<file path="src/shared/bcx_pkg.sv">
/*
  Constants, register map and state encoding for the block copy engine.
  Assumes a 50 MHz processor clock and a 32-bit classic Wishbone register bus.
*/
package bcx_pkg;
  // Data widths
  localparam int WORD_W = 60;
  localparam int LEN_W  = 18;
  localparam int CNT_W  = 10;
  localparam int EXT_W  = 24;
  localparam int LCA_W  = 21;
  localparam int FL_W   = 22;
  localparam int BR_W   = 30;
  localparam int ERR_W  = 7;

  // Timing: least spacing of external store words
  localparam int CLK_PERIOD_NS = 20;
  localparam int WORD_TIME_NS  = 100;
  localparam logic [2:0] WORD_CYC =
    3'((WORD_TIME_NS + CLK_PERIOD_NS - 1) / CLK_PERIOD_NS);

  // Register byte offsets
  localparam logic [7:0] ADR_CTRL   = 8'h00;
  localparam logic [7:0] ADR_STATUS = 8'h04;
  localparam logic [7:0] ADR_MSADDR = 8'h08;
  localparam logic [7:0] ADR_EXTADR = 8'h0c;
  localparam logic [7:0] ADR_INDEX  = 8'h10;
  localparam logic [7:0] ADR_IMM    = 8'h14;
  localparam logic [7:0] ADR_BASE   = 8'h18;
  localparam logic [7:0] ADR_FLIM   = 8'h1c;
  localparam logic [7:0] ADR_BRANCH = 8'h20;
  localparam logic [7:0] ADR_PADDR  = 8'h24;
  localparam logic [7:0] ADR_EXIT   = 8'h28;
  localparam logic [7:0] ADR_MOVED  = 8'h2c;

  // Control register fields
  localparam int CB_GO      = 0;
  localparam int CB_LC      = 1;
  localparam int CB_EXMODE  = 2;
  localparam int CB_EXITCTL = 3;
  localparam int CB_EXTPRES = 4;
  localparam int CB_LCINST  = 5;
  localparam int CB_SFL23   = 6;
  localparam int CB_PARCEL0 = 7;
  localparam int CTRL_W     = 8;
  localparam logic [CTRL_W-1:0] CTRL_RST = 8'h00;

  // Status register fields
  localparam int SB_BUSY  = 0;
  localparam int SB_DONE  = 1;
  localparam int SB_ILL   = 2;
  localparam int SB_ERR   = 3;
  localparam int SB_PASS  = 4;
  localparam int SB_FLAG  = 5;
  localparam int SB_ABORT = 6;
  localparam int SB_RANGE = 7;
  localparam int SB_NEXTP = 8;
  localparam int STS_W    = 9;
  localparam logic [STS_W-1:0] STS_RST = 9'h000;

  // External address bit that selects a flag register operation
  localparam int FLAG_BIT = 23;

  typedef enum logic [4:0] {
    ST_IDLE  = 5'h01,
    ST_DRAIN = 5'h02,
    ST_RD    = 5'h04,
    ST_WR    = 5'h08,
    ST_FIN   = 5'h10
  } bcx_state_t;
endpackage

</file>
<file path="src/design/bcx_engine.sv">
/*
  Block copy engine: main store to external store or large core extension.
  Assumes issue control, memory control and both stores share mclk_i;
  only the processor index strap comes from a pin.
*/
module bcx_engine
  import bcx_pkg::*;
(
  // Clock and reset
  input  wire logic              mclk_i,
  input  wire logic              reset_n_i,
  // Wishbone slave
  input  wire logic              wb_cyc_i,
  input  wire logic              wb_stb_i,
  input  wire logic              wb_we_i,
  input  wire logic [7:0]        wb_adr_i,
  input  wire logic [3:0]        wb_sel_i,
  input  wire logic [31:0]       wb_dat_i,
  output logic      [31:0]       wb_dat_o,
  output logic                   wb_ack_o,
  // Issue control
  input  wire logic              pipe_idle_i,
  input  wire logic              xj_req_i,
  output logic                   issue_hold_o,
  output logic                   halt_others_o,
  output logic                   done_o,
  output logic                   illegal_o,
  output logic                   flag_op_o,
  output logic      [BR_W-1:0]   exit_addr_o,
  output logic                   exit_next_parcel_o,
  // Main store read side
  output logic                   ms_req_o,
  output logic      [LEN_W-1:0]  ms_addr_o,
  input  wire logic              ms_ack_i,
  input  wire logic [WORD_W-1:0] ms_rdata_i,
  input  wire logic              io_req_i,
  // Destination store write side
  output logic                   dst_req_o,
  output logic                   dst_lc_o,
  output logic      [EXT_W-1:0]  dst_addr_o,
  output logic      [WORD_W-1:0] dst_wdata_o,
  input  wire logic              dst_ack_i,
  input  wire logic [ERR_W-1:0]  err_i,
  // Arbitration between processors
  input  wire logic              cp_index_i,
  input  wire logic              peer_req_i
);
  bcx_state_t st_q, st_d;
  logic [CTRL_W-1:0] ctrl_q, ctrl_d;
  logic [STS_W-1:0]  sts_q, sts_d;
  logic [LEN_W-1:0]  msaddr_q, msaddr_d, index_q, index_d, imm_q, imm_d, p_q, p_d;
  logic [EXT_W-1:0]  extadr_q, extadr_d;
  logic [FL_W-1:0]   base_q, base_d, flim_q, flim_d;
  logic [BR_W-1:0]   branch_q, branch_d, exit_q, exit_d;
  logic [LEN_W-1:0]  rem_q, rem_d, src_q, src_d, moved_q, moved_d;
  logic [EXT_W-1:0]  dst_q, dst_d;
  logic [WORD_W-1:0] data_q, data_d;
  logic [2:0]        pace_q, pace_d;
  logic              io_hold_q, nextp_q, nextp_d, ack_q, cp_s1_q, cp_one_q;
  logic [31:0]       rdat_q, rdat_d;
  logic [LEN_W-1:0]  len_sum;
  logic [CNT_W-1:0]  len_cnt;
  logic              len_zero, len_neg;
  logic              acc, wr, go, ill, lc, xfer, rd_ok, dst_ok, err_any, xj_abort;
  logic              ev_done, ev_ill, ev_err, ev_pass, ev_flag, ev_abort, ev_range;
  logic [EXT_W-1:0]  lc_end;

  // Merge a write under the Wishbone byte selects
  function automatic logic [31:0] merge(input logic [31:0] old_v, input logic [31:0] new_v,
                                        input logic [3:0] sel);
    logic [31:0] m;
    m = old_v;
    for (int b = 0; b < 4; b++) begin
      if (sel[b]) begin
        m[8*b +: 8] = new_v[8*b +: 8];
      end
    end
    return m;
  endfunction

  // Normal exit address for either variant
  function automatic logic [BR_W-1:0] exit_normal(input logic [LEN_W-1:0] p,
                                                  input logic is_lc, input logic ctl);
    if (is_lc && ctl) begin
      return {{(BR_W-LEN_W){1'b0}}, p};
    end
    return {{(BR_W-LEN_W){1'b0}}, p} + 30'h0000_0001;
  endfunction

  // Illegal when the selected variant's store is missing, or on the external variant when parcel 0 is not held
  function automatic logic illegal_ctrl(input logic [CTRL_W-1:0] c);
    if (c[CB_LC]) begin
      return !c[CB_LCINST];
    end
    return !c[CB_EXTPRES] || !c[CB_PARCEL0];
  endfunction

  bcx_len_calc u_len (
    .index_i (index_q),
    .imm_i   (imm_q),
    .sum_o   (len_sum),
    .zero_o  (len_zero),
    .neg_o   (len_neg),
    .cnt_o   (len_cnt)
  );

  // Bus decode; parameter writes are refused while a copy runs
  assign acc = wb_cyc_i && wb_stb_i && !ack_q;
  assign wr  = acc && wb_we_i;
  assign go  = wr && (wb_adr_i == ADR_CTRL) && wb_sel_i[0] && wb_dat_i[CB_GO]
               && (st_q == ST_IDLE);
  assign lc  = ctrl_q[CB_LC];
  // The go write carries the new control byte, so legality is judged from it
  assign ill = illegal_ctrl(wb_dat_i[CTRL_W-1:0]);
  assign xfer = (st_q == ST_RD) || (st_q == ST_WR);
  assign err_any = |err_i;
  assign xj_abort = !lc && xj_req_i && (rem_q > 18'h0_0001);
  assign rd_ok = !io_req_i && !io_hold_q && (pace_q == 3'h0);
  assign dst_ok = lc || !(cp_one_q && peer_req_i);
  assign lc_end = {3'h0, extadr_q[LCA_W-1:0]} + {6'h00, len_sum};

  always_comb begin
    ctrl_d   = ctrl_q;
    msaddr_d = msaddr_q;
    extadr_d = extadr_q;
    index_d  = index_q;
    imm_d    = imm_q;
    base_d   = base_q;
    flim_d   = flim_q;
    branch_d = branch_q;
    p_d      = p_q;
    sts_d    = sts_q;
    rdat_d   = rdat_q;
    if (wr && (st_q == ST_IDLE)) begin
      unique case (wb_adr_i)
        ADR_CTRL:   ctrl_d   = CTRL_W'(merge({24'h00_0000, ctrl_q}, wb_dat_i, wb_sel_i))
                               & ~CTRL_W'(8'h01);
        ADR_MSADDR: msaddr_d = LEN_W'(merge({14'h0000, msaddr_q}, wb_dat_i, wb_sel_i));
        ADR_EXTADR: extadr_d = EXT_W'(merge({8'h00, extadr_q}, wb_dat_i, wb_sel_i));
        ADR_INDEX:  index_d  = LEN_W'(merge({14'h0000, index_q}, wb_dat_i, wb_sel_i));
        ADR_IMM:    imm_d    = LEN_W'(merge({14'h0000, imm_q}, wb_dat_i, wb_sel_i));
        ADR_BASE:   base_d   = FL_W'(merge({10'h000, base_q}, wb_dat_i, wb_sel_i));
        ADR_FLIM:   flim_d   = FL_W'(merge({10'h000, flim_q}, wb_dat_i, wb_sel_i));
        ADR_BRANCH: branch_d = BR_W'(merge({2'h0, branch_q}, wb_dat_i, wb_sel_i));
        ADR_PADDR:  p_d      = LEN_W'(merge({14'h0000, p_q}, wb_dat_i, wb_sel_i));
        default: ;
      endcase
    end
    // Write one to clear; a same-cycle event still sets its flag
    if (wr && (wb_adr_i == ADR_STATUS) && wb_sel_i[0]) begin
      sts_d[7:1] = sts_q[7:1] & ~wb_dat_i[7:1];
    end
    sts_d[SB_DONE]  = sts_d[SB_DONE]  | ev_done;
    sts_d[SB_ILL]   = sts_d[SB_ILL]   | ev_ill;
    sts_d[SB_ERR]   = sts_d[SB_ERR]   | ev_err;
    sts_d[SB_PASS]  = sts_d[SB_PASS]  | ev_pass;
    sts_d[SB_FLAG]  = sts_d[SB_FLAG]  | ev_flag;
    sts_d[SB_ABORT] = sts_d[SB_ABORT] | ev_abort;
    sts_d[SB_RANGE] = sts_d[SB_RANGE] | ev_range;
    sts_d[SB_BUSY]  = (st_d != ST_IDLE);
    sts_d[SB_NEXTP] = nextp_d;
    if (acc) begin
      unique case (wb_adr_i)
        ADR_CTRL:   rdat_d = {24'h00_0000, ctrl_q};
        ADR_STATUS: rdat_d = {23'h00_0000, sts_q};
        ADR_MSADDR: rdat_d = {14'h0000, msaddr_q};
        ADR_EXTADR: rdat_d = {8'h00, extadr_q};
        ADR_INDEX:  rdat_d = {14'h0000, index_q};
        ADR_IMM:    rdat_d = {14'h0000, imm_q};
        ADR_BASE:   rdat_d = {10'h000, base_q};
        ADR_FLIM:   rdat_d = {10'h000, flim_q};
        ADR_BRANCH: rdat_d = {2'h0, branch_q};
        ADR_PADDR:  rdat_d = {14'h0000, p_q};
        ADR_EXIT:   rdat_d = {2'h0, exit_q};
        ADR_MOVED:  rdat_d = {14'h0000, moved_q};
        default:    rdat_d = 32'h0000_0000;
      endcase
    end
  end

  always_comb begin
    st_d     = st_q;
    rem_d    = rem_q;
    src_d    = src_q;
    dst_d    = dst_q;
    data_d   = data_q;
    moved_d  = moved_q;
    exit_d   = exit_q;
    nextp_d  = nextp_q;
    pace_d   = (pace_q != 3'h0) ? pace_q - 3'h1 : 3'h0;
    ev_done  = 1'b0;
    ev_ill   = 1'b0;
    ev_err   = 1'b0;
    ev_pass  = 1'b0;
    ev_flag  = 1'b0;
    ev_abort = 1'b0;
    ev_range = 1'b0;
    unique case (st_q)
      ST_IDLE: begin
        if (go) begin
          moved_d = '0;
          nextp_d = 1'b0;
          if (ill) begin
            ev_ill = 1'b1;
            st_d   = ST_FIN;
          end else begin
            st_d = ST_DRAIN;
          end
        end
      end
      ST_DRAIN: begin
        if (pipe_idle_i) begin
          exit_d  = exit_normal(p_q, lc, ctrl_q[CB_EXITCTL]);
          nextp_d = lc && ctrl_q[CB_EXITCTL];
          src_d   = msaddr_q;
          st_d    = ST_FIN;
          if (!lc && extadr_q[FLAG_BIT] && ctrl_q[CB_SFL23] && !len_neg) begin
            ev_flag = 1'b1;
          end else if (len_zero) begin
            ev_pass = 1'b1;
          end else if (!lc && len_neg) begin
            ev_range = 1'b1;
            if (ctrl_q[CB_EXMODE]) begin
              exit_d = branch_q;
              ev_err = 1'b1;
            end
          end else if (lc && (lc_end > {2'h0, flim_q})) begin
            ev_range = 1'b1;
            ev_err   = 1'b1;
          end else if (lc && (len_cnt == '0)) begin
            ev_pass = 1'b1;
          end else begin
            rem_d = lc ? {8'h00, len_cnt} : len_sum;
            dst_d = lc ? EXT_W'({2'h0, base_q} + {3'h0, extadr_q[LCA_W-1:0]})
                       : extadr_q;
            st_d  = ST_RD;
          end
        end
      end
      ST_RD, ST_WR: begin
        if (err_any) begin
          ev_err = 1'b1;
          exit_d = lc ? exit_q : branch_q;
          st_d   = ST_FIN;
        end else if (xj_abort) begin
          ev_abort = 1'b1;
          exit_d   = {{(BR_W-LEN_W){1'b0}}, p_q};
          nextp_d  = 1'b0;
          st_d     = ST_FIN;
        end else if ((st_q == ST_RD) && ms_req_o && ms_ack_i) begin
          data_d = ms_rdata_i;
          st_d   = ST_WR;
        end else if ((st_q == ST_WR) && dst_req_o && dst_ack_i) begin
          rem_d   = rem_q - 18'h0_0001;
          src_d   = src_q + 18'h0_0001;
          dst_d   = dst_q + 24'h00_0001;
          moved_d = moved_q + 18'h0_0001;
          pace_d  = lc ? 3'h0 : WORD_CYC - 3'h1;
          st_d    = (rem_q == 18'h0_0001) ? ST_FIN : ST_RD;
        end
      end
      ST_FIN: begin
        ev_done = 1'b1;
        st_d    = ST_IDLE;
      end
    endcase
  end

  always_ff @(posedge mclk_i) begin
    if (!reset_n_i) begin
      st_q <= ST_IDLE;
      ctrl_q <= CTRL_RST;
      sts_q <= STS_RST;
      {msaddr_q, index_q, imm_q, p_q, rem_q, src_q, moved_q} <= '0;
      {extadr_q, dst_q, base_q, flim_q, branch_q, exit_q} <= '0;
      data_q <= '0;
      pace_q <= 3'h0;
      {io_hold_q, nextp_q, ack_q, cp_s1_q, cp_one_q} <= 5'h00;
      rdat_q <= 32'h0000_0000;
    end else begin
      st_q <= st_d;
      ctrl_q <= ctrl_d;
      sts_q <= sts_d;
      {msaddr_q, index_q, imm_q, p_q} <= {msaddr_d, index_d, imm_d, p_d};
      {rem_q, src_q, moved_q} <= {rem_d, src_d, moved_d};
      {extadr_q, dst_q, base_q, flim_q} <= {extadr_d, dst_d, base_d, flim_d};
      {branch_q, exit_q} <= {branch_d, exit_d};
      data_q <= data_d;
      pace_q <= pace_d;
      io_hold_q <= io_req_i && xfer;
      nextp_q <= nextp_d;
      ack_q <= acc;
      cp_s1_q <= cp_index_i;
      cp_one_q <= cp_s1_q;
      rdat_q <= rdat_d;
    end
  end

  // Issue is released early on the large core path: the last word is in flight
  assign issue_hold_o  = (st_q != ST_IDLE)
                         && !(lc && xfer && (rem_q <= 18'h0_0001));
  assign halt_others_o = lc && xfer;
  assign ms_req_o      = (st_q == ST_RD) && rd_ok && !err_any && !xj_abort;
  assign ms_addr_o     = src_q;
  assign dst_req_o     = (st_q == ST_WR) && dst_ok && !err_any && !xj_abort;
  assign dst_lc_o      = lc;
  assign dst_addr_o    = dst_q;
  assign dst_wdata_o   = data_q;
  assign done_o        = (st_q == ST_FIN);
  assign illegal_o     = sts_q[SB_ILL];
  assign flag_op_o     = sts_q[SB_FLAG];
  assign exit_addr_o   = exit_q;
  assign exit_next_parcel_o = nextp_q;
  assign wb_ack_o      = ack_q;
  assign wb_dat_o      = rdat_q;
endmodule

</file>
<file path="src/design/bcx_len_calc.sv">
/*
  Block length adder: 18-bit one's complement sum of index and immediate.
  Purely combinational; the caller registers whatever it keeps.
*/
module bcx_len_calc
  import bcx_pkg::*;
(
  // Operands
  input  wire logic [LEN_W-1:0] index_i,
  input  wire logic [LEN_W-1:0] imm_i,
  // Results
  output logic      [LEN_W-1:0] sum_o,
  output logic                  zero_o,
  output logic                  neg_o,
  output logic      [CNT_W-1:0] cnt_o
);
  logic [LEN_W:0] raw;
  logic           all_ones;

  // End-around carry gives the one's complement sum
  always_comb begin
    raw      = {1'b0, index_i} + {1'b0, imm_i};
    sum_o    = raw[LEN_W-1:0] + {{(LEN_W-1){1'b0}}, raw[LEN_W]};
    all_ones = &sum_o;
    // Both +0 and -0 count as a zero length
    zero_o   = (sum_o == '0) || all_ones;
    neg_o    = sum_o[LEN_W-1] && !all_ones;
    // Large core store keeps only the low ten bits, silently
    cnt_o    = sum_o[CNT_W-1:0];
  end
endmodule

</file>
<file path="config.mk">
export PLATFORM = sky130hd
export DESIGN_NAME = bcx_engine
export DESIGN_NICKNAME = d
export VERILOG_FILES = /design/src/shared/bcx_pkg.sv /design/src/design/bcx_engine.sv /design/src/design/bcx_len_calc.sv
export SDC_FILE = /design/constraint.sdc
export NUM_CORES = 1
export LEC_CHECK = 0
export BUFFER_PORTS_ARGS = -buffer_cell sky130_fd_sc_hd__buf_2
export CORE_ASPECT_RATIO = 0.7
export CORE_MARGIN = 8
export CORE_UTILIZATION = 50
export CTS_BUF_LIST = sky130_fd_sc_hd__clkbuf_16
export DETAILED_ROUTE_END_ITERATION = 12
export PLACE_DENSITY = 0.71
export SETUP_SLACK_MARGIN = 0.15
export SYNTH_ARGS = -nofsm -noshare
export SYNTH_HDL_FRONTEND = slang
export SYNTH_SLANG_ARGS = --single-unit
export TNS_END_PERCENT = 100
</file>
<file path="constraint.sdc">
create_clock -name mclk_i -period 16.99 [get_ports mclk_i]
set_input_delay 0.8495 -clock mclk_i [delete_from_list [all_inputs] [get_ports mclk_i]]
set_output_delay 0.8495 -clock mclk_i [all_outputs]
set_load 0.02 [all_outputs]
</file>
==> parameters.txt <==
Parameter                              Value

Status
  Status    complete, no violations

Worst hold path
  Worst Hold Path Cells    1
  Worst hold path class    reg -> reg
  Hold wc startpoint    cp_s1_q

Die
  Std-Cell Rows    65
  Height of the die    193 um
  I/O pin count    297
  Horizontal die dimension    269 um
  CORE AREA    approximately 45000 um^2
  Die ar.    between 50000 and 60000 um^2
  Effective utilization at floorplan    50.2%

Synth
  Main synth FF type    dfxtp_1
  Synthesized instance count    ~2700
  Number of distinct library cells after synthesis    109
  Post-synth EDFFs    0
  Register bit count reported by yosys    between 300 and 400
  Ys async rst share    0%
  Average cell area after synthesis    8.16 um^2
  Synthesized cell area    22400 um^2
  Total of warnings raised by yosys    0
  Proportion of synthesized chip area in sequential cells    35.4%

Timing
  Total count of max-transition violations in the final report    0
  Transition time at the pin with the least slew margin    1.38 ns
  Fmax achieved    0.0958 GHz
  Count of endpoints failing setup in the final report    0
  Hold violation count in the final report    0
  Unrepaired setup endpoints after global routing    false
  Max Clock Skew    approximately 0.037 ns
  Setup tns final    0 ns
  Share of the clock period used by the worst path    61.4%
  Final critical delay including setup and external delays    10.43 ns
  Max-slew headroom    7.59%

CTS
  Clock transition at the register clock pins on the worst setup and hold paths after CTS    0.06 ns
  Total clock buffers created by CTS    41
  Number of buffers inserted to repair setup after CTS    0
  Post-CTS resize count    0
  Count of H-tree levels built during CTS    2
  Hold buffers post-CTS    0
  Clock Root Buffer    clkbuf_16
  TritonCTS sink count    between 300 and 400
  Bufs on Longest Clock Path    3
  TritonCTS clock tree    yes
  Worst-skew pair later-pin latency    ~0.58 ns

Route
  Detailed-route wire length per cell    24.2 um
  Starting DRC count in detailed routing    2796
  Total routed wirelength    between 80 and 90 mm
  Antenna violation net count after detailed routing    0
  Count of vias placed by the detailed router    approximately 23000
  Detail-routed via count per cell    6.32
  Number of remaining DRC errors    0
  Count of TritonRoute iterations in the first routing pass    6

Worst setup path
  Slowest library cell on the worst path    o311ai_0
  Delay of the slowest cell on the worst path    0.77 ns
  Required arrival time at the worst endpoint    between 15 and 20 ns
  Nature of the critical path startpoint    flop
  FF-to-FF Start    index_q[0]
  CP dominant cell by count    o21ai_0
  Worst Path Max Fanout    25
  Data arrival time of the critical path    10.88 ns
  Setup crit end kind    flop
  Critical path origin    index_q[0]
  Path depth of the worst reg2reg path    37
  Type of the worst setup path    reg -> reg

Finish
  Net count, final    3156
  Proportion of layout cells with a drive suffix above 1    between 15 and 20%
  Post-route non-filler standard cell count    3574
  Synth-to-layout area growth    13.8%
  Fill count    4070
  Finished Core Util    57.1%

Place
  Number of port buffers    292
  Routability Congestion    0.977
  Post-detailed-placement half-perimeter wirelength    64.3 mm
  Placed cell count    roughly 3500

Global routing
  Sum of overflow across all layers after global routing    0
  Largest net degree at the start of global routing    between 100 and 150
  Wire length of the first global-routing pass    128 mm
  Number of antenna violations at the first check in global routing    7
  Overall routing resource usage    between 30% and 40%
  Vias in the first global route    about 21000

Pwr
  Lkg Pwr    9.96 nW
  Worst IR Drop VDD    0.0686 mV
  Areal power density over the cells    approximately 75 nW/um^2

Job
  Max-cap violations    0
## cell families (layout without fill, tap and decap cells)
group / after synthesis / count (layout) / synth area share, %
other cells: 1 / 4 / 0.0167
flops: 396 / 396 / 35.4
buf+inv: 232 / 454 / 4.21
compound gates: 741 / 741 / 22.1
fa+ha+maj: 95 / 95 / 5.41
mux: 187 / 187 / 8.41
xor+xnor: 84 / 84 / 3.50
simple gates: 1010 / 1010 / 20.9
## per-stage QoR
stage | total power, mW | hold WS, ns | cell area, um^2 | setup WS (ns)
floorplan | 0.989 | 0.412 | 22400 | 9.35
global placement | 1.02 | 0.420 | 24200 | 7.22
detailed placement | 1.02 | 0.423 | 24200 | 6.99
CTS | 1.91 | 0.435 | 25500 | 6.88
global route | 1.95 | 0.451 | 25500 | 5.89
finish | 1.91 | 0.434 | 25500 | 6.56
## per-layer routing
| metal | track usage, % | vias to the layer above | wire [um] |
|---|---|---|---|
| li1 | - | 10300 | - |
| met1 | 44.1 | 10800 | 36400 |
| met2 | 45.5 | 1265 | 36000 |
| met3 | 9.44 | 228 | 10500 |
| met4 | 12.7 | 8 | 3700 |
| met5 | 0 | - | 48 |
## report_power, final
| group | internal (mW) | total, mW | switching [mW] |
|---|---|---|---|
| clock network | 0.503 | 0.901 | 0.398 |
| registers | 0.932 | 0.935 | 0.00305 |
| logic | 0.0191 | 0.0688 | 0.0497 |
| total | 1.45 | 1.91 | 0.451 |
## sequential cells by signal, summed over array words and instances (netlist names), 3 cells and up, named ones only
name	count
base_q	22
sts_q	8
moved_q	18
index_q	18
branch_q	30
exit_addr_o	30
dst_addr_o	24
ctrl_q	7
msaddr_q	18
p_q	18
rem_q	18
extadr_q	24
wb_dat_o	30
flim_q	22
ms_addr_o	18
pace_q	3
imm_q	18
st_q	5
dst_wdata_o	60
## path summary, 6_finish.rpt
path	slack, ns	end
worst min register to register	0.43	cp_one_q
worst min-delay path	0.43	cp_one_q
worst max register to register	6.56	rem_q[16]
worst max-delay path	6.56	rem_q[16]
## worst max-delay path: cells and delay by family (launching register included)
kind,cells,cell delay [ns]
xor gates and xnor gates,1,0.12
adders and majority gates,6,2.12
AOI/OAI and AO/OA,21,5.91
DFF,1,0.34
buffers and inverters,1,0.09
and+or+nand+nor,8,1.68
## cells in the final DEF, fill, tap and decap left out, drive strengths merged, types with 11 or more instances in the layout
| cell | n |
|---|---|
| or3 | 16 |
| mux2i | 178 |
| clkbuf | 41 |
| buf | 324 |
| dfxtp | 396 |
| and3 | 53 |
| a221oi | 30 |
| nor4 | 15 |
| a222oi | 20 |
| nand2 | 301 |
| a22o | 14 |
| a21oi | 230 |
| nand2b | 15 |
| nor3 | 50 |
| o31ai | 16 |
| and4 | 11 |
| nand4 | 31 |
| a21o | 26 |
| xor2 | 29 |
| ha | 92 |
| o21ai | 139 |
| a211oi | 31 |
| clkinv | 21 |
| o211ai | 24 |
| a22oi | 47 |
| nand3 | 66 |
| inv | 63 |
| o22ai | 14 |
| a21boi | 11 |
| nor2 | 376 |
| nor2b | 14 |
| a31oi | 37 |
| and2 | 22 |
| xnor2 | 55 |
| a311oi | 13 |
| o21a | 20 |
## synthesized netlist by cell type (all sizes together), types with 13 or more instances
cell    number  area share, %
ha          92            5.1
o21ai      139            3.1
a21o        26           0.91
a22o        14           0.55
a222oi      20           0.89
xnor2       55            2.3
mux2i      178            8.0
nor2b       14           0.39
and2        22           0.63
xor2        29            1.2
nand2b      15           0.45
dfxtp      396             35
o31ai       16           0.54
buf         35           0.91
or3         16           0.49
a22oi       47            1.6
clkbuf     141            2.4
o22ai       14           0.39
nor2       376            6.3
nor3        50            1.2
o21a        20           0.68
nand3       66            1.5
and3        53            1.5
a21oi      230            5.2
o211ai      24           0.87
a221oi      30            1.2
a211oi      31            1.2
nand2      301            5.1
nor4        15           0.54
a31oi       37            1.0
a311oi      13           0.61
inv         56           0.94
nand4       31           0.89
## final cells by class
class / instances / area (um^2) / area share [%]
antenna: 2 / 5.00 / 0.0196
clock buffer: 41 / 1030 / 4.02
inverter: 56 / 218 / 0.854
multi-input combinational: 2119 / 13600 / 53.2
sequential: 396 / 7930 / 31.1
clock inverter: 33 / 285 / 1.12
timing repair buffer: 324 / 1700 / 6.67
tap: 603 / 754 / 2.96
Note: power is estimated with default switching activity, not from simulation.
